File: config.mk
export PLATFORM = sky130hd
export DESIGN_NAME = tcr_timer16
export DESIGN_NICKNAME = d
export VERILOG_FILES = /design/src/pkg/tcr_pkg.sv /design/src/design/tcr_timer16.sv
export SDC_FILE = /design/constraint.sdc
export NUM_CORES = 1
export LEC_CHECK = 0
export BUFFER_PORTS_ARGS = -buffer_cell sky130_fd_sc_hd__buf_2
export CAP_MARGIN = 0
export CORE_MARGIN = 2
export CORE_UTILIZATION = 40
export CTS_BUF_LIST = sky130_fd_sc_hd__clkbuf_8 sky130_fd_sc_hd__clkbuf_16
export DETAILED_ROUTE_END_ITERATION = 8
export PLACE_DENSITY = 0.56
export SETUP_SLACK_MARGIN = 0.05
export SYNTH_ARGS = -nofsm -noshare
export SYNTH_HDL_FRONTEND = slang
export SYNTH_SLANG_ARGS = --single-unit
File: constraint.sdc
create_clock -name pclk -period 5.17 [get_ports pclk]
set_clock_uncertainty 0.2 [all_clocks]
set_input_delay 0.2585 -clock pclk [delete_from_list [all_inputs] [get_ports pclk]]
set_output_delay 0.2585 -clock pclk [all_outputs]
set_load 0.05 [all_outputs]
File: src/pkg/tcr_pkg.sv
// package: register map, field layout and state record of the 16-bit timer unit
package tcr_pkg;

    // ****************************************************************
    // register indices (byte address is four times the index)
    // ****************************************************************
    localparam logic [9:0] IDX_CTRL_A = 10'h090;
    localparam logic [9:0] IDX_CTRL_B = 10'h091;
    localparam logic [9:0] IDX_FORCE = 10'h092;
    localparam logic [9:0] IDX_FLAGS = 10'h093;
    localparam logic [9:0] IDX_CNT_LO = 10'h094;
    localparam logic [9:0] IDX_CNT_HI = 10'h095;
    localparam logic [9:0] IDX_CAP_LO = 10'h096;
    localparam logic [9:0] IDX_CAP_HI = 10'h097;
    localparam logic [9:0] IDX_CMPA_LO = 10'h098;
    localparam logic [9:0] IDX_CMPA_HI = 10'h099;
    localparam logic [9:0] IDX_CMPB_LO = 10'h09A;
    localparam logic [9:0] IDX_CMPB_HI = 10'h09B;

    // ****************************************************************
    // field positions
    // ****************************************************************
    localparam int CA_ACT_A_LSB = 6;
    localparam int CA_ACT_B_LSB = 4;
    localparam int CA_WAVE_LSB = 0;
    localparam int CB_NOISE_BIT = 7;
    localparam int CB_EDGE_BIT = 6;
    localparam int CB_SRC_BIT = 5;
    localparam int CB_WAVE_LSB = 3;
    localparam int CB_CS_LSB = 0;
    localparam int FC_A_BIT = 7;
    localparam int FC_B_BIT = 6;
    localparam int FL_CAP_BIT = 5;
    localparam int FL_CMPB_BIT = 2;
    localparam int FL_CMPA_BIT = 1;
    localparam int FL_OVF_BIT = 0;

    // ****************************************************************
    // reset values and constants
    // ****************************************************************
    localparam logic [7:0] CTRL_RESET = 8'h00;
    localparam logic [15:0] REG16_RESET = 16'h0000;
    localparam logic [15:0] MAX_COUNT = 16'hFFFF;
    localparam logic [15:0] TOP_8BIT = 16'h00FF;
    localparam logic [15:0] TOP_9BIT = 16'h01FF;
    localparam logic [15:0] TOP_10BIT = 16'h03FF;
    localparam int PRESC_WIDTH = 10;
    localparam logic [9:0] TAP_DIV8 = 10'h007;
    localparam logic [9:0] TAP_DIV64 = 10'h03F;
    localparam logic [9:0] TAP_DIV256 = 10'h0FF;
    localparam logic [9:0] TAP_DIV1024 = 10'h3FF;
    localparam int NOISE_SAMPLES = 4;

    // ****************************************************************
    // enumerations
    // ****************************************************************
    typedef enum logic [2:0] {
        TCR_CS_STOP = 3'b000,
        TCR_CS_DIV1 = 3'b001,
        TCR_CS_DIV8 = 3'b010,
        TCR_CS_DIV64 = 3'b011,
        TCR_CS_DIV256 = 3'b100,
        TCR_CS_DIV1024 = 3'b101,
        TCR_CS_EXT_FALL = 3'b110,
        TCR_CS_EXT_RISE = 3'b111
    } tcr_clk_sel_t;

    typedef enum logic [1:0] {
        TCR_KIND_NONPWM = 2'b00,
        TCR_KIND_FAST = 2'b01,
        TCR_KIND_PHASE = 2'b10
    } tcr_kind_t;

    // ****************************************************************
    // whole state of the unit
    // ****************************************************************
    typedef struct packed {
        logic [15:0] count;
        logic [15:0] capture;
        logic [15:0] cmp_a;
        logic [15:0] cmp_b;
        logic [7:0] temp;
        logic [7:0] ctrl_a;
        logic [7:0] ctrl_b;
        logic [7:0] flags;
        logic [PRESC_WIDTH-1:0] presc;
        logic ext_prev;
        logic [NOISE_SAMPLES-1:0] cap_hist;
        logic cap_filt;
        logic count_down;
        logic block_match;
        logic wave_a;
        logic wave_b;
        logic [31:0] prdata;
        logic pready;
        logic pslverr;
    } tcr_state_t;

endpackage : tcr_pkg

File: src/design/tcr_timer16.sv
// design: 16-bit timer/counter with capture, two compare channels and APB registers
`timescale 1ns/1ps

module tcr_timer16 (
    input wire logic pclk,
    input wire logic presetn,
    input wire logic [11:0] paddr,
    input wire logic psel,
    input wire logic penable,
    input wire logic pwrite,
    input wire logic [31:0] pwdata,
    output logic [31:0] prdata,
    output logic pready,
    output logic pslverr,
    input wire logic capture_input_pin,
    input wire logic analog_cmp_in,
    input wire logic external_count_pin,
    output logic wave_out_chan_a,
    output logic wave_out_chan_b
);

    // ****************************************************************
    // helpers
    // ****************************************************************
    function automatic tcr_pkg::tcr_kind_t mode_kind(input logic [3:0] wgm);
        tcr_pkg::tcr_kind_t k;
        k = tcr_pkg::TCR_KIND_NONPWM;
        case (wgm)
            4'd1, 4'd2, 4'd3, 4'd8, 4'd9, 4'd10, 4'd11: k = tcr_pkg::TCR_KIND_PHASE;
            4'd5, 4'd6, 4'd7, 4'd14, 4'd15: k = tcr_pkg::TCR_KIND_FAST;
            default: k = tcr_pkg::TCR_KIND_NONPWM;
        endcase
        return k;
    endfunction : mode_kind

    function automatic logic [15:0] mode_top(input logic [3:0] wgm, input logic [15:0] cap,
                                            input logic [15:0] cmpa);
        logic [15:0] t;
        t = tcr_pkg::MAX_COUNT;
        case (wgm)
            4'd1, 4'd5: t = tcr_pkg::TOP_8BIT;
            4'd2, 4'd6: t = tcr_pkg::TOP_9BIT;
            4'd3, 4'd7: t = tcr_pkg::TOP_10BIT;
            4'd4, 4'd9, 4'd11, 4'd15: t = cmpa;
            4'd8, 4'd10, 4'd12, 4'd14: t = cap;
            default: t = tcr_pkg::MAX_COUNT;
        endcase
        return t;
    endfunction : mode_top

    // non-PWM action: 01 toggle, 10 clear, 11 set
    function automatic logic act_match(input logic cur, input logic [1:0] act);
        logic v;
        v = cur;
        case (act)
            2'b01: v = ~cur;
            2'b10: v = 1'b0;
            2'b11: v = 1'b1;
            default: v = cur;
        endcase
        return v;
    endfunction : act_match

    // PWM action: 10 clears on the primary event, sets on the secondary; 11 inverted
    function automatic logic act_pwm(input logic cur, input logic [1:0] act,
                                     input logic prim, input logic sec);
        logic v;
        v = cur;
        if (act[1])
        begin
            if (prim)
                v = act[0];
            else if (sec)
                v = ~act[0];
        end
        return v;
    endfunction : act_pwm

    // ****************************************************************
    // state
    // ****************************************************************
    tcr_pkg::tcr_state_t s;
    tcr_pkg::tcr_state_t next_s;

    logic [3:0] wgm;
    tcr_pkg::tcr_kind_t kind;
    logic [15:0] top;
    logic cap_is_top;
    logic tick;
    logic [9:0] idx;
    logic addr_ok;
    logic setup_ph;
    logic wr_done;
    logic [7:0] rd_byte;
    logic map_hit;
    logic match_a;
    logic match_b;
    logic at_top;
    logic at_bottom;
    logic ovf;
    logic cap_raw;
    logic cap_edge;
    logic next_filt;
    logic [1:0] act_a;
    logic [1:0] act_b;

    assign wgm = {s.ctrl_b[tcr_pkg::CB_WAVE_LSB +: 2], s.ctrl_a[tcr_pkg::CA_WAVE_LSB +: 2]};
    assign kind = mode_kind(wgm);
    assign top = mode_top(wgm, s.capture, s.cmp_a);
    assign cap_is_top = (wgm == 4'd8) || (wgm == 4'd10) || (wgm == 4'd12) || (wgm == 4'd14);
    assign act_a = s.ctrl_a[tcr_pkg::CA_ACT_A_LSB +: 2];
    assign act_b = s.ctrl_a[tcr_pkg::CA_ACT_B_LSB +: 2];

    // ****************************************************************
    // timer clock select
    // ****************************************************************
    // prescaler runs free so switching taps never restarts it
    always_comb
    begin
        case (tcr_pkg::tcr_clk_sel_t'(s.ctrl_b[tcr_pkg::CB_CS_LSB +: 3]))
            tcr_pkg::TCR_CS_STOP: tick = 1'b0;
            tcr_pkg::TCR_CS_DIV1: tick = 1'b1;
            tcr_pkg::TCR_CS_DIV8:
                tick = (s.presc & tcr_pkg::TAP_DIV8) == tcr_pkg::TAP_DIV8;
            tcr_pkg::TCR_CS_DIV64:
                tick = (s.presc & tcr_pkg::TAP_DIV64) == tcr_pkg::TAP_DIV64;
            tcr_pkg::TCR_CS_DIV256:
                tick = (s.presc & tcr_pkg::TAP_DIV256) == tcr_pkg::TAP_DIV256;
            tcr_pkg::TCR_CS_DIV1024:
                tick = (s.presc & tcr_pkg::TAP_DIV1024) == tcr_pkg::TAP_DIV1024;
            tcr_pkg::TCR_CS_EXT_FALL: tick = s.ext_prev & ~external_count_pin;
            tcr_pkg::TCR_CS_EXT_RISE: tick = ~s.ext_prev & external_count_pin;
            default: tick = 1'b0;
        endcase
    end

    // ****************************************************************
    // counter events
    // ****************************************************************
    assign at_top = (s.count == top);
    assign at_bottom = (s.count == 16'h0000);
    // a counter write blanks the compare units for one tick
    assign match_a = tick && !s.block_match && (s.count == s.cmp_a);
    assign match_b = tick && !s.block_match && (s.count == s.cmp_b);

    always_comb
    begin
        case (kind)
            tcr_pkg::TCR_KIND_FAST: ovf = tick && at_top;
            tcr_pkg::TCR_KIND_PHASE: ovf = tick && s.count_down && at_bottom;
            default: ovf = tick && (s.count == tcr_pkg::MAX_COUNT);
        endcase
    end

    // ****************************************************************
    // capture input
    // ****************************************************************
    assign cap_raw = s.ctrl_b[tcr_pkg::CB_SRC_BIT] ? analog_cmp_in : capture_input_pin;
    // filter kept apart from the state update so the edge test forms no loop
    always_comb
    begin
        next_filt = s.cap_filt;
        if (!s.ctrl_b[tcr_pkg::CB_NOISE_BIT])
            next_filt = cap_raw;
        else if (&s.cap_hist)
            next_filt = 1'b1;
        else if (~|s.cap_hist)
            next_filt = 1'b0;
    end

    assign cap_edge = (s.ctrl_b[tcr_pkg::CB_EDGE_BIT] ? (!s.cap_filt && next_filt)
                                                      : (s.cap_filt && !next_filt));

    // ****************************************************************
    // APB decode
    // ****************************************************************
    assign idx = paddr[11:2];
    assign addr_ok = (paddr[1:0] == 2'b00) && (idx >= tcr_pkg::IDX_CTRL_A)
                     && (idx <= tcr_pkg::IDX_CMPB_HI);
    assign setup_ph = psel && !penable;
    // writes land only at the edge where pready is seen high
    assign wr_done = psel && penable && s.pready && pwrite && !s.pslverr;

    always_comb
    begin
        rd_byte = 8'h00;
        map_hit = 1'b1;
        case (idx)
            tcr_pkg::IDX_CTRL_A: rd_byte = s.ctrl_a;
            tcr_pkg::IDX_CTRL_B: rd_byte = s.ctrl_b;
            tcr_pkg::IDX_FORCE: rd_byte = 8'h00;
            tcr_pkg::IDX_FLAGS: rd_byte = s.flags;
            tcr_pkg::IDX_CNT_LO: rd_byte = s.count[7:0];
            tcr_pkg::IDX_CAP_LO: rd_byte = s.capture[7:0];
            tcr_pkg::IDX_CMPA_LO: rd_byte = s.cmp_a[7:0];
            tcr_pkg::IDX_CMPB_LO: rd_byte = s.cmp_b[7:0];
            tcr_pkg::IDX_CNT_HI, tcr_pkg::IDX_CAP_HI, tcr_pkg::IDX_CMPA_HI,
            tcr_pkg::IDX_CMPB_HI: rd_byte = s.temp;
            default: map_hit = 1'b0;
        endcase
    end

    // ****************************************************************
    // next state
    // ****************************************************************
    always_comb
    begin
        next_s = s;
        next_s.presc = s.presc + 1'b1;
        next_s.ext_prev = external_count_pin;

        // bus answer: one wait-free access phase after each setup cycle
        next_s.pready = setup_ph;
        next_s.pslverr = setup_ph && !(addr_ok && map_hit);
        if (setup_ph)
            next_s.prdata = (addr_ok && map_hit) ? {24'h000000, rd_byte} : 32'h00000000;

        // capture filter: needs four equal samples when enabled
        next_s.cap_hist = {s.cap_hist[tcr_pkg::NOISE_SAMPLES-2:0], cap_raw};
        next_s.cap_filt = next_filt;

        // counting sequence
        if (tick)
        begin
            next_s.block_match = 1'b0;
            case (kind)
                tcr_pkg::TCR_KIND_PHASE:
                begin
                    if (s.count_down)
                    begin
                        if (at_bottom)
                        begin
                            next_s.count_down = 1'b0;
                            next_s.count = s.count + 16'h0001;
                        end
                        else
                            next_s.count = s.count - 16'h0001;
                    end
                    else if (s.count >= top)
                    begin
                        next_s.count_down = 1'b1;
                        next_s.count = s.count - 16'h0001;
                    end
                    else
                        next_s.count = s.count + 16'h0001;
                end
                default:
                begin
                    next_s.count_down = 1'b0;
                    // top reached by the count itself, not by a forced match
                    if (at_top)
                        next_s.count = 16'h0000;
                    else
                        next_s.count = s.count + 16'h0001;
                end
            endcase
        end

        // waveform outputs on real matches, and at top in fast PWM
        case (kind)
            tcr_pkg::TCR_KIND_FAST:
            begin
                next_s.wave_a = act_pwm(s.wave_a, act_a, match_a, tick && at_top);
                next_s.wave_b = act_pwm(s.wave_b, act_b, match_b, tick && at_top);
            end
            tcr_pkg::TCR_KIND_PHASE:
            begin
                next_s.wave_a = act_pwm(s.wave_a, act_a, match_a && !s.count_down,
                                        match_a && s.count_down);
                next_s.wave_b = act_pwm(s.wave_b, act_b, match_b && !s.count_down,
                                        match_b && s.count_down);
            end
            default:
            begin
                if (match_a)
                    next_s.wave_a = act_match(s.wave_a, act_a);
                if (match_b)
                    next_s.wave_b = act_match(s.wave_b, act_b);
            end
        endcase

        // capture: disconnected while the capture pair is the top value
        if (!cap_is_top && cap_edge)
            next_s.capture = s.count;

        // register writes
        if (wr_done)
        begin
            case (idx)
                tcr_pkg::IDX_CTRL_A: next_s.ctrl_a = pwdata[7:0];
                tcr_pkg::IDX_CTRL_B: next_s.ctrl_b = pwdata[7:0];
                tcr_pkg::IDX_FORCE:
                begin
                    // force uses the action bits as they stand now; no flag, no clear
                    if (kind == tcr_pkg::TCR_KIND_NONPWM)
                    begin
                        if (pwdata[tcr_pkg::FC_A_BIT])
                            next_s.wave_a = act_match(s.wave_a, act_a);
                        if (pwdata[tcr_pkg::FC_B_BIT])
                            next_s.wave_b = act_match(s.wave_b, act_b);
                    end
                end
                tcr_pkg::IDX_CNT_LO:
                begin
                    next_s.count = {s.temp, pwdata[7:0]};
                    next_s.block_match = 1'b1;
                end
                tcr_pkg::IDX_CAP_LO: next_s.capture = {s.temp, pwdata[7:0]};
                tcr_pkg::IDX_CMPA_LO: next_s.cmp_a = {s.temp, pwdata[7:0]};
                tcr_pkg::IDX_CMPB_LO: next_s.cmp_b = {s.temp, pwdata[7:0]};
                tcr_pkg::IDX_CNT_HI, tcr_pkg::IDX_CAP_HI, tcr_pkg::IDX_CMPA_HI,
                tcr_pkg::IDX_CMPB_HI: next_s.temp = pwdata[7:0];
                default: next_s.temp = s.temp;
            endcase
        end

        // high byte frozen at the edge that samples the low byte, so both halves agree
        if (setup_ph && !pwrite && addr_ok)
        begin
            case (idx)
                tcr_pkg::IDX_CNT_LO: next_s.temp = s.count[15:8];
                tcr_pkg::IDX_CAP_LO: next_s.temp = s.capture[15:8];
                tcr_pkg::IDX_CMPA_LO: next_s.temp = s.cmp_a[15:8];
                tcr_pkg::IDX_CMPB_LO: next_s.temp = s.cmp_b[15:8];
                default: next_s.temp = next_s.temp;
            endcase
        end

        // sticky flags: write one clears, a same-cycle event wins
        if (wr_done && idx == tcr_pkg::IDX_FLAGS)
            next_s.flags = s.flags & ~pwdata[7:0];
        next_s.flags[7:6] = 2'b00;
        next_s.flags[4:3] = 2'b00;
        if (match_a)
            next_s.flags[tcr_pkg::FL_CMPA_BIT] = 1'b1;
        if (match_b)
            next_s.flags[tcr_pkg::FL_CMPB_BIT] = 1'b1;
        if (ovf)
            next_s.flags[tcr_pkg::FL_OVF_BIT] = 1'b1;
        if ((!cap_is_top && cap_edge) || (cap_is_top && tick && at_top))
            next_s.flags[tcr_pkg::FL_CAP_BIT] = 1'b1;
    end

    // ****************************************************************
    // registers
    // ****************************************************************
    always_ff @(posedge pclk or negedge presetn)
    begin
        if (!presetn)
        begin
            s <= '0;
        end
        else
        begin
            s <= next_s;
        end
    end

    assign prdata = s.prdata;
    assign pready = s.pready;
    assign pslverr = s.pslverr;
    assign wave_out_chan_a = s.wave_a;
    assign wave_out_chan_b = s.wave_b;

endmodule : tcr_timer16

==> results of run 1 <==
[worst max path at each step]
stage          slack, ns               end  cells past startpoint
2_1_floorplan       1.51  s[138]$_DFF_PN0_                     14
3_3_place_gp        0.83  s[146]$_DFF_PN0_                     13
3_5_place_dp        0.74  s[146]$_DFF_PN0_                     13
4_1_cts             0.75  s[146]$_DFF_PN0_                     13
5_1_grt             0.37  s[146]$_DFF_PN0_                     14
6_report            0.64  s[146]$_DFF_PN0_                     13
[logic make-up after synthesis]
family                   synth area share (%)
AND/OR/NAND/NOR                          17.7
multiplexers                             9.63
adder cells (fa/ha/maj)                  3.77
other                                  0.0471
buffers and inverters                    6.96
AO/OA/AOI/OAI                            19.0
flip-flops                               38.3
XOR/XNOR                                 4.62
[cell usage in the layout, fill, tap and decap left out, types with 10 or more instances in the layout]
| cell | Yosys | final |
|---|---|---|
| a211oi_1 | 17 | 17 |
| a21oi_1 | 43 | 43 |
| a22o_1 | 13 | 13 |
| a22oi_1 | 35 | 35 |
| a31oi_1 | 22 | 22 |
| and3_1 | 14 | 14 |
| buf_2 | 10 | 38 |
| buf_4 | 34 | 17 |
| clkbuf_16 | 0 | 17 |
| conb_1 | 1 | 24 |
| dfrtp_1 | 122 | 122 |
| ha_1 | 24 | 24 |
| inv_1 | 16 | 16 |
| mux2_2 | 45 | 45 |
| mux2i_1 | 26 | 26 |
| nand2_1 | 59 | 59 |
| nand2b_1 | 10 | 10 |
| nand3_1 | 29 | 29 |
| nor2_1 | 54 | 54 |
| nor3_1 | 22 | 20 |
| nor4_1 | 13 | 12 |
| o21ai_0 | 30 | 30 |
| or3_1 | 10 | 10 |
| xor2_1 | 35 | 35 |
[routing by layer]
layer / GRT usage, % / wire [um] / vias to the layer above
met5: 0 / 0 / -
met4: 9.56 / 691 / 0
met3: 3.40 / 1940 / 52
met2: 34.7 / 10800 / 299
met1: 34.6 / 11300 / 3391
li1: - / - / 3134
[synth_stat cells, drive strengths merged, types with 3 or more instances]
library cell	n	share of area (%)
a211oi	17	1.6
a21o	6	0.57
a21oi	43	2.7
a221o	3	0.38
a221oi	4	0.44
a222oi	4	0.50
a22o	13	1.4
a22oi	35	3.3
a31oi	22	1.7
and2	4	0.31
and3	14	1.1
buf	50	4.3
clkbuf	40	1.9
dfrtp	122	38
ha	24	3.8
inv	16	0.75
mux2	45	6.4
mux2i	26	3.3
nand2	59	2.8
nand2b	10	0.79
nand3	29	1.8
nand4	8	0.63
nor2	54	2.5
nor2b	9	0.71
nor3	24	1.7
nor4	18	1.9
nor4b	5	0.74
o211a	6	0.75
o211ai	3	0.28
o21ai	30	1.9
o22ai	7	0.55
o31ai	6	0.57
or3	10	0.79
or4	6	0.61
xnor2	7	0.77
xor2	35	3.8
[layout make-up]
type / count / area (um^2)
Multi-Input combinational cell: 643 / 4460
Fill cell: 1918 / 10600
Timing Repair Buffer: 63 / 398
Inverter: 16 / 60.1
Clock buffer: 17 / 425
Sequential cell: 122 / 3050
Clock inverter: 15 / 173
Tap cell: 265 / 332
[state kept, by name, summed over array words and instances (netlist names)]
signal / cells
s: 103
wave_out_chan_a: 1
prdata: 8
act_b: 2
act_a: 2
wave_out_chan_b: 1
pready: 1
next_s: 3
pslverr: 1
[power breakdown]
part | internal [mW] | leakage, nW | total [mW] | switching (mW)
Clock | 0.692 | 0.290 | 1.23 | 0.539
Combinational | 0.0477 | 2.15 | 0.183 | 0.136
Sequential | 0.967 | 1.52 | 0.979 | 0.0125
Total | 1.71 | 3.96 | 2.39 | 0.687
[metrics by stage]
step                      hold slack [ns]  util, %  total power [mW]
after floorplan                    -0.237        -              1.12
after global placement              0.180     42.1              1.17
after detailed placement            0.157     42.1              1.18
after CTS                         0.00206     45.6              2.41
after global routing               0.0271     45.6              2.47
final                              0.0189     45.6              2.39
[what timing repair did]
item,CTS,global route
hold buffers,8,0
endpoints found under the setup margin,0,0
hold endpoints to repair,74,0
[critical path, stage by stage, from the launching register on]
cell     delay [ns]
dfrtp_1        0.54
inv_1          0.29
nor2_1         0.52
a21oi_1        0.08
o211a_1        0.24
ha_1           0.29
nand4_1        0.16
nor3_1         0.12
o31a_1         0.13
nor4_2         0.69
or2_1          0.50
mux2i_1        0.29
mux2i_1        0.10
a221o_1        0.26
==> reports/metrics.yaml, run 1 <==
hp-start: "pwdata[7]"
synthCells: 848
hp-class: "input pin to register"
rrSetupSlack_ns: 0.64
dp_slack_ns: 0.740
timing.fmax_mhz: 221
grt_pass1_wl_um: 38300
avgSynthCellArea_um2: 9.39
initial_core_util_pct: 40.8
clkTransAtPathRegs_ns: 0.07
rsz0062_at_grt: "false"
layout.nets: 939
vias: 6876
worst_r2r_path_depth: 13
min_path_cells: 3
grt_pass1_vias: 6480
core_area_um2: 19500
drive_gt1_share_pct: 16.8
drv_cap: 0
slew_violations: 0
cts_tree: "done"
synthArstFlopShare_pct: 100
die_area_um2: 21100
syn_area_um2: 7970
via_per_inst: 6.03
ys_ff_latch: 122
critical_path.max_fanout: 13
cp_data_required_time_ns: 5.29
syn2layout_area_growth_pct: 11.7
powerDensity_nw_per_um2: 269
die_w_um: 145
start_kind: "register"
ios: 88
diodes: 0
max_slew_margin_pct: 22.0
dpl.cell_count: 1101
synth-edff-count: 0
routed_wl_um: 24700
antenna_found_initial: 1
cts_resized: 0
max-clock-path-buffers: 2
wl_per_cell_um: 21.7
crit_start: "s[70]$_DFFE_PN0P_"
setup_slack_ns: 0.644
synth_flop_cell: "dfrtp_1"
synthDistinctLibCells: 72
hold_violations: 0
chipHeight_um: 145
cts_setup_buffers: 0
numCtsBuffers: 17
p_leak_nw: 3.96
regToRegEndpoint: "s[146]$_DFF_PN0_"
htreeDepth: 4
root_buffer: "clkbuf_16"
finalSetupTns_ns: 0
drt_iter0_drc: 674
final_cells: 1141
outcome: "finished clean"
num_rows: 51
period_needed_ns: 4.53
io_buffers: 39
synth_warnings: 0
drc: 0
grt_max_degree: 70
holdPathEnd: "act_a[1]$_DFFE_PN0P_"
clkSinkCount: 122
worst_slew_pin_slew_ns: 1.17
grt.total_usage_pct: 23.5
gp_congestion: 0.906
drtAntennaViolNets: 0
fin_crit_sh_pct: 87.5
worst-setup-path-type: "register to register"
arrival_ns: 4.64
drt_pass1_iterations: 5
dp_hpwl_um: 17200
placed_area_um2: 8220
vdd_drop_max_uv: 214
final_area_um2: 8900
grt.overflow.total: 0
clkLatencyLatePin_ns: 0.43
endpoint_kind: "register"
ys_seq_area_share_pct: 38.3
finalSetupViolCount: 0
reg2reg_from: "s[70]$_DFFE_PN0P_"
Note: power is estimated with default switching activity, not from simulation.
==> inputs of run 2 (changes only) <==
- clock period: 5.17 -> 5.1 ns (I/O delays scaled with it)
==> run 2 against run 1 <==
  * Highest routed layer unchanged
  * Combinational power about the same
  * Sequential share of layout area is essentially flat
  * Sequential power is 2% higher
  * Worst setup slack worse by 0.068 ns
==> reports/metrics.yaml, run 2 (synthesis results as in run 1) <==
outcome: "finished clean"
drt_pass1_iterations: 6  # +1
chipHeight_um: 145  # unchanged
vdd_drop_max_uv: 196  # -8.5%
timing.fmax_mhz: 221  # about the same
root_buffer: "clkbuf_16"
arrival_ns: 4.63  # about the same
crit_start: "s[70]$_DFFE_PN0P_"
syn2layout_area_growth_pct: 11.9  # about the same
period_needed_ns: 4.52  # -0.00213 ns
wl_per_cell_um: 21.8  # +0.47%
finalSetupViolCount: 0  # unchanged
drive_gt1_share_pct: 16.8  # +0.019 points
diodes: 0  # unchanged
met3_length_um: 1720  # -11%
grt_pass1_wl_um: 38400  # +0.31%
htreeDepth: 4  # unchanged
hp-class: "input pin to register"
max-clock-path-buffers: 2  # unchanged
drt-met1-wl_um: 11500  # +2.2%
routed_wl_um: 24800  # +0.38%
endpoint_kind: "register"
clkLatencyLatePin_ns: 0.43  # about the same
die_area_um2: 21100  # unchanged
cp_data_required_time_ns: 5.21  # -0.08 ns
die_w_um: 145  # unchanged
worst_r2r_path_depth: 14  # +1
worst_slew_pin_slew_ns: 1.19  # +0.0194 ns
slew_violations: 0  # unchanged
cts_setup_buffers: 0  # unchanged
powerDensity_nw_per_um2: 276  # +2.7%
clkSinkCount: 122  # unchanged
p_leak_nw: 3.97  # +0.29%
numCtsBuffers: 17  # unchanged
reg2reg_from: "s[70]$_DFFE_PN0P_"
rrSetupSlack_ns: 0.58  # -0.07 ns
critical_path.max_fanout: 13  # unchanged
grt_max_degree: 84  # +20%
antenna_found_initial: 0  # -1
fin_crit_sh_pct: 88.7  # +1.2 points
hold_violations: 0  # unchanged
crit_path_end: "s[138]$_DFF_PN0_"
num_rows: 51  # unchanged
vias: 6811  # -0.95%
wl_met2_um: 10900  # +0.61%
grt.overflow.total: 0  # unchanged
initial_core_util_pct: 40.8  # unchanged
grt.total_usage_pct: 23.7  # +0.12 points
drt_iter0_drc: 626  # -7.1%
final_cell_mix: "dfrtp_1, nand2_1, nor2_1, mux2_2, a21oi_1"
grt_pass1_vias: 6449  # -0.48%
worst-setup-path-type: "register to register"
via_per_inst: 5.97  # -0.86%
rsz0062_at_grt: "false"
holdWs_ns: 0.0166  # -0.00230 ns
max_slew_margin_pct: 20.7  # -1.3 points
drc: 0  # unchanged
layout.nets: 938  # -0.11%
ios: 88  # unchanged
io_buffers: 39  # unchanged
start_kind: "register"
drtAntennaViolNets: 0  # unchanged
dp_hpwl_um: 17200  # about the same
core_area_um2: 19500  # unchanged
layout_commonest_cell: "dfrtp_1"
finalSetupTns_ns: 0  # unchanged
top_layer: "met4"
drv_cap: 0  # unchanged
regToRegEndpoint: "s[138]$_DFF_PN0_"
gp_congestion: 0.916  # +1.1%
largest_reg_flops: 103  # unchanged
cts_tree: "done"
regMostFlops: "s"
clkTransAtPathRegs_ns: 0.06  # about the same
## run 2: cell count changes in the layout (fill, tap and decap cells not counted), sizes merged
cell	change
inv	-3
clkbuf	+1
bufinv	+1
dlygate4sd3	-1
clkinvlp	-2
clkinv	+3
## run 2: critical path, stage by stage (launching register included)
cell and delay [ns]:
dfrtp_1 0.53, inv_1 0.29, nor2_1 0.52, a21oi_1 0.07
o21ai_0 0.17, a21oi_1 0.06, ha_1 0.32, nand4_1 0.16
nor3_1 0.10, o31a_1 0.13, nor4_2 0.71, or2_1 0.51
o21ai_0 0.22, mux2i_1 0.15, a221o_1 0.27
## run 2: stage by stage
step	setup WS (ns)	power (mW)	util, %	instances	area (um^2)
after floorplan	1.44	1.14	-	871	8050
after global placement	0.758	1.19	42.1	1101	8220
after detailed placement	0.692	1.19	42.1	1101	8220
after CTS	0.704	2.47	45.6	1140	8910
after global routing	0.366	2.54	45.6	1140	8910
final	0.576	2.46	45.6	1140	8910
## run 2: routing by layer
metal  vias up  global-route usage (%)
met2       266                    35.1
li1       3139                       -
met1      3367                    34.3
met5         -                       0
met3        39                    4.37
met4         0                    9.07
## run 2: area by class of cell
type                       instances  area [um^2]
clock buffer                      18          439
multi-input combinational        643         4460
timing repair buffer              62          388
inverter                          16         60.1
clock inverter                    14          178
tap                              265          332
sequential                       122         3050
fill                            1911        10600
## run 2: how the worst min path moves through the flow
stage / startpoint / to / slack [ns] / depth (start not counted)
after floorplan: presetn / act_a[0]$_DFFE_PN0P_ / -0.24 / 0
after global placement: next_s[41]$_DFF_PN0_ / next_s[42]$_DFF_PN0_ / 0.18 / 0
after detailed placement: next_s[40]$_DFF_PN0_ / next_s[41]$_DFF_PN0_ / 0.15 / 0
after CTS: pwdata[7] / act_a[1]$_DFFE_PN0P_ / 0.006 / 3
after global routing: pwdata[1] / s[119]$_DFF_PN0_ / 0.03 / 3
final: pwdata[1] / s[119]$_DFF_PN0_ / 0.02 / 3
## run 2: power by group
part	internal [mW]	total [mW]	switching (mW)
logic	0.0479	0.186	0.138
registers	0.980	0.995	0.0145
clock network	0.756	1.28	0.523
total	1.78	2.46	0.675
## run 2: what timing repair did
item | 4_1_cts | 5_1_grt
hold buffers | 7 | 0
gates resized for setup | 0 | 0
hold endpoints to repair | 87 | 0
setup endpoints to repair | 0 | 0
==> inputs of run 3 (changes only) <==
- RECOVER_POWER: unset -> 50
==> run 3 against run 2 <==
  * The run now ends with max-capacitance violations, max-slew violations left
  * Worst setup slack gained 0.028 ns
  * Global-route usage is the same
  * Via count grew 0.16%
  * Critical path depth shrank 1
  * Largest cell class unchanged
  * Largest power group unchanged
  * Highest routed layer unchanged
==> reports/metrics.yaml, run 3 (synthesis results as in run 1) <==
arrival_ns: 4.60  # -0.03 ns
initial_core_util_pct: 40.8  # unchanged
power.total_mw: 2.46  # about the same
regMostFlops: "s"
routed_wl_um: 24800  # -0.18%
rrSetupSlack_ns: 0.60  # +0.03 ns
htreeDepth: 4  # unchanged
outcome: "finished, violations left"
worst_slew_pin_slew_ns: 2.06  # +0.877 ns
placed_area_um2: 8220  # unchanged
core_area_um2: 19500  # unchanged
drt_iter0_drc: 562  # -10%
powerDensity_nw_per_um2: 277  # +0.23%
cts_resized: 0  # unchanged
diodes: 0  # unchanged
grt_pass1_vias: 6449  # unchanged
p_leak_nw: 3.92  # -1.3%
start_kind: "register"
holdWs_ns: 0.0206  # +0.00397 ns
period_needed_ns: 4.50  # -0.0280 ns
min_path_cells: 3  # unchanged
gp_congestion: 0.916  # unchanged
timing.fmax_mhz: 222  # +0.62%
cts_tree: "done"
critical_path.max_fanout: 13  # unchanged
ios: 88  # unchanged
largest_reg_flops: 103  # unchanged
hold_violations: 0  # unchanged
grt.overflow.total: 0  # unchanged
via_per_inst: 5.98  # +0.16%
vias: 6822  # +0.16%
violations: "max-capacitance violations, max-slew violations"
slew_violations: 84  # +84
grt.total_usage_pct: 23.7  # unchanged
max_slew_margin_pct: -37.6  # -58 points
chipHeight_um: 145  # unchanged
worst_r2r_path_depth: 13  # -1
hp-start: "pwdata[1]"
die_w_um: 145  # unchanged
reg2reg_from: "s[70]$_DFFE_PN0P_"
crit_start: "s[70]$_DFFE_PN0P_"
layout_commonest_cell: "dfrtp_1"
endpoint_kind: "register"
layout.nets: 938  # unchanged
regToRegEndpoint: "s[138]$_DFF_PN0_"
drive_gt1_share_pct: 15.1  # -1.7 points
rsz0062_at_grt: "false"
cp_data_required_time_ns: 5.21  # about the same
drc: 0  # unchanged
wl_per_cell_um: 21.7  # -0.18%
drt_pass1_iterations: 5  # -1
clkLatencyLatePin_ns: 0.43  # about the same
grt_max_degree: 84  # unchanged
dp_hpwl_um: 17200  # unchanged
finalSetupTns_ns: 0  # unchanged
die_area_um2: 21100  # unchanged
clkTransAtPathRegs_ns: 0.06  # about the same
drtAntennaViolNets: 0  # unchanged
drv_cap: 1  # +1
numCtsBuffers: 17  # unchanged
clkSinkCount: 122  # unchanged
num_rows: 51  # unchanged
antenna_found_initial: 0  # unchanged
grt_pass1_wl_um: 38400  # unchanged
holdPathEnd: "s[119]$_DFF_PN0_"
io_buffers: 39  # unchanged
root_buffer: "clkbuf_16"
max-clock-path-buffers: 2  # unchanged
finalSetupViolCount: 0  # unchanged
fin_crit_sh_pct: 88.2  # -0.55 points
syn2layout_area_growth_pct: 11.5
final_area_um2: 8880  # -0.28%
worst-setup-path-type: "register to register"
final_cell_mix: "dfrtp_1, nand2_1, nor2_1, mux2_2, a21oi_1"
vdd_drop_max_uv: 196  # +0.25%
hp-class: "input pin to register"
## run 3: changes by cell type in the layout (fill, tap and decap cells not counted), sizes merged
cell | previous run | this run
clkbuf | 18 | 34
buf | 55 | 39
## run 3: cell type report
class                      instances  area [um^2]
timing repair buffer              62          363
fill                            1920        10600
sequential                       122         3050
multi-input combinational        643         4460
clock buffer                      18          439
inverter                          16         60.1
clock inverter                    14          178
tap                              265          332
## run 3: power by group
part	switching (mW)	leakage [nW]	internal [mW]	total, mW
logic	0.138	2.09	0.0466	0.185
clock network	0.523	0.305	0.756	1.28
registers	0.0146	1.52	0.981	0.995
total	0.675	3.92	1.78	2.46
## run 3: per-stage QoR
stage / util (%) / instances / worst slack, ns
after floorplan: - / 871 / 1.44
after global placement: 42.1 / 1101 / 0.758
final: 45.5 / 1140 / 0.604
after global routing: 45.5 / 1140 / 0.366
after detailed placement: 42.1 / 1101 / 0.692
after CTS: 45.6 / 1140 / 0.704
## run 3: metal layers
| layer | share of wire [%] | up-vias | global-route usage [%] |
|---|---|---|---|
| li1 | - | 3139 | - |
| met1 | 46 | 3364 | 34.3 |
| met2 | 44 | 276 | 35.1 |
| met3 | 7.2 | 43 | 4.37 |
| met4 | 2.9 | 0 | 9.07 |
| met5 | 0 | - | 0 |
## run 3: how the worst max path moves through the flow
stage                             to  slack (ns)  depth (start not counted)
floorplan           s[138]$_DFF_PN0_        1.44                         14
CTS                 s[146]$_DFF_PN0_        0.70                         13
detailed placement  s[138]$_DFF_PN0_        0.69                         13
global placement    s[146]$_DFF_PN0_        0.76                         13
finish              s[138]$_DFF_PN0_        0.60                         13
global route        s[146]$_DFF_PN0_        0.37                         14
## run 3: critical path, cell delays in order, from the launching register on
cell,delay (ns)
dfrtp_1,0.53
inv_1,0.29
nor2_1,0.51
a21oi_1,0.08
o211a_1,0.23
ha_1,0.29
nand4_1,0.16
nor3_1,0.12
o31a_1,0.13
nor4_2,0.71
or2_1,0.50
o21ai_0,0.22
mux2i_1,0.15
a221o_1,0.27
## run 3: what timing repair did
item | CTS | global route
hold endpoints to repair | 87 | 0
hold buffers | 7 | 0
buffers inserted | 0 | 0
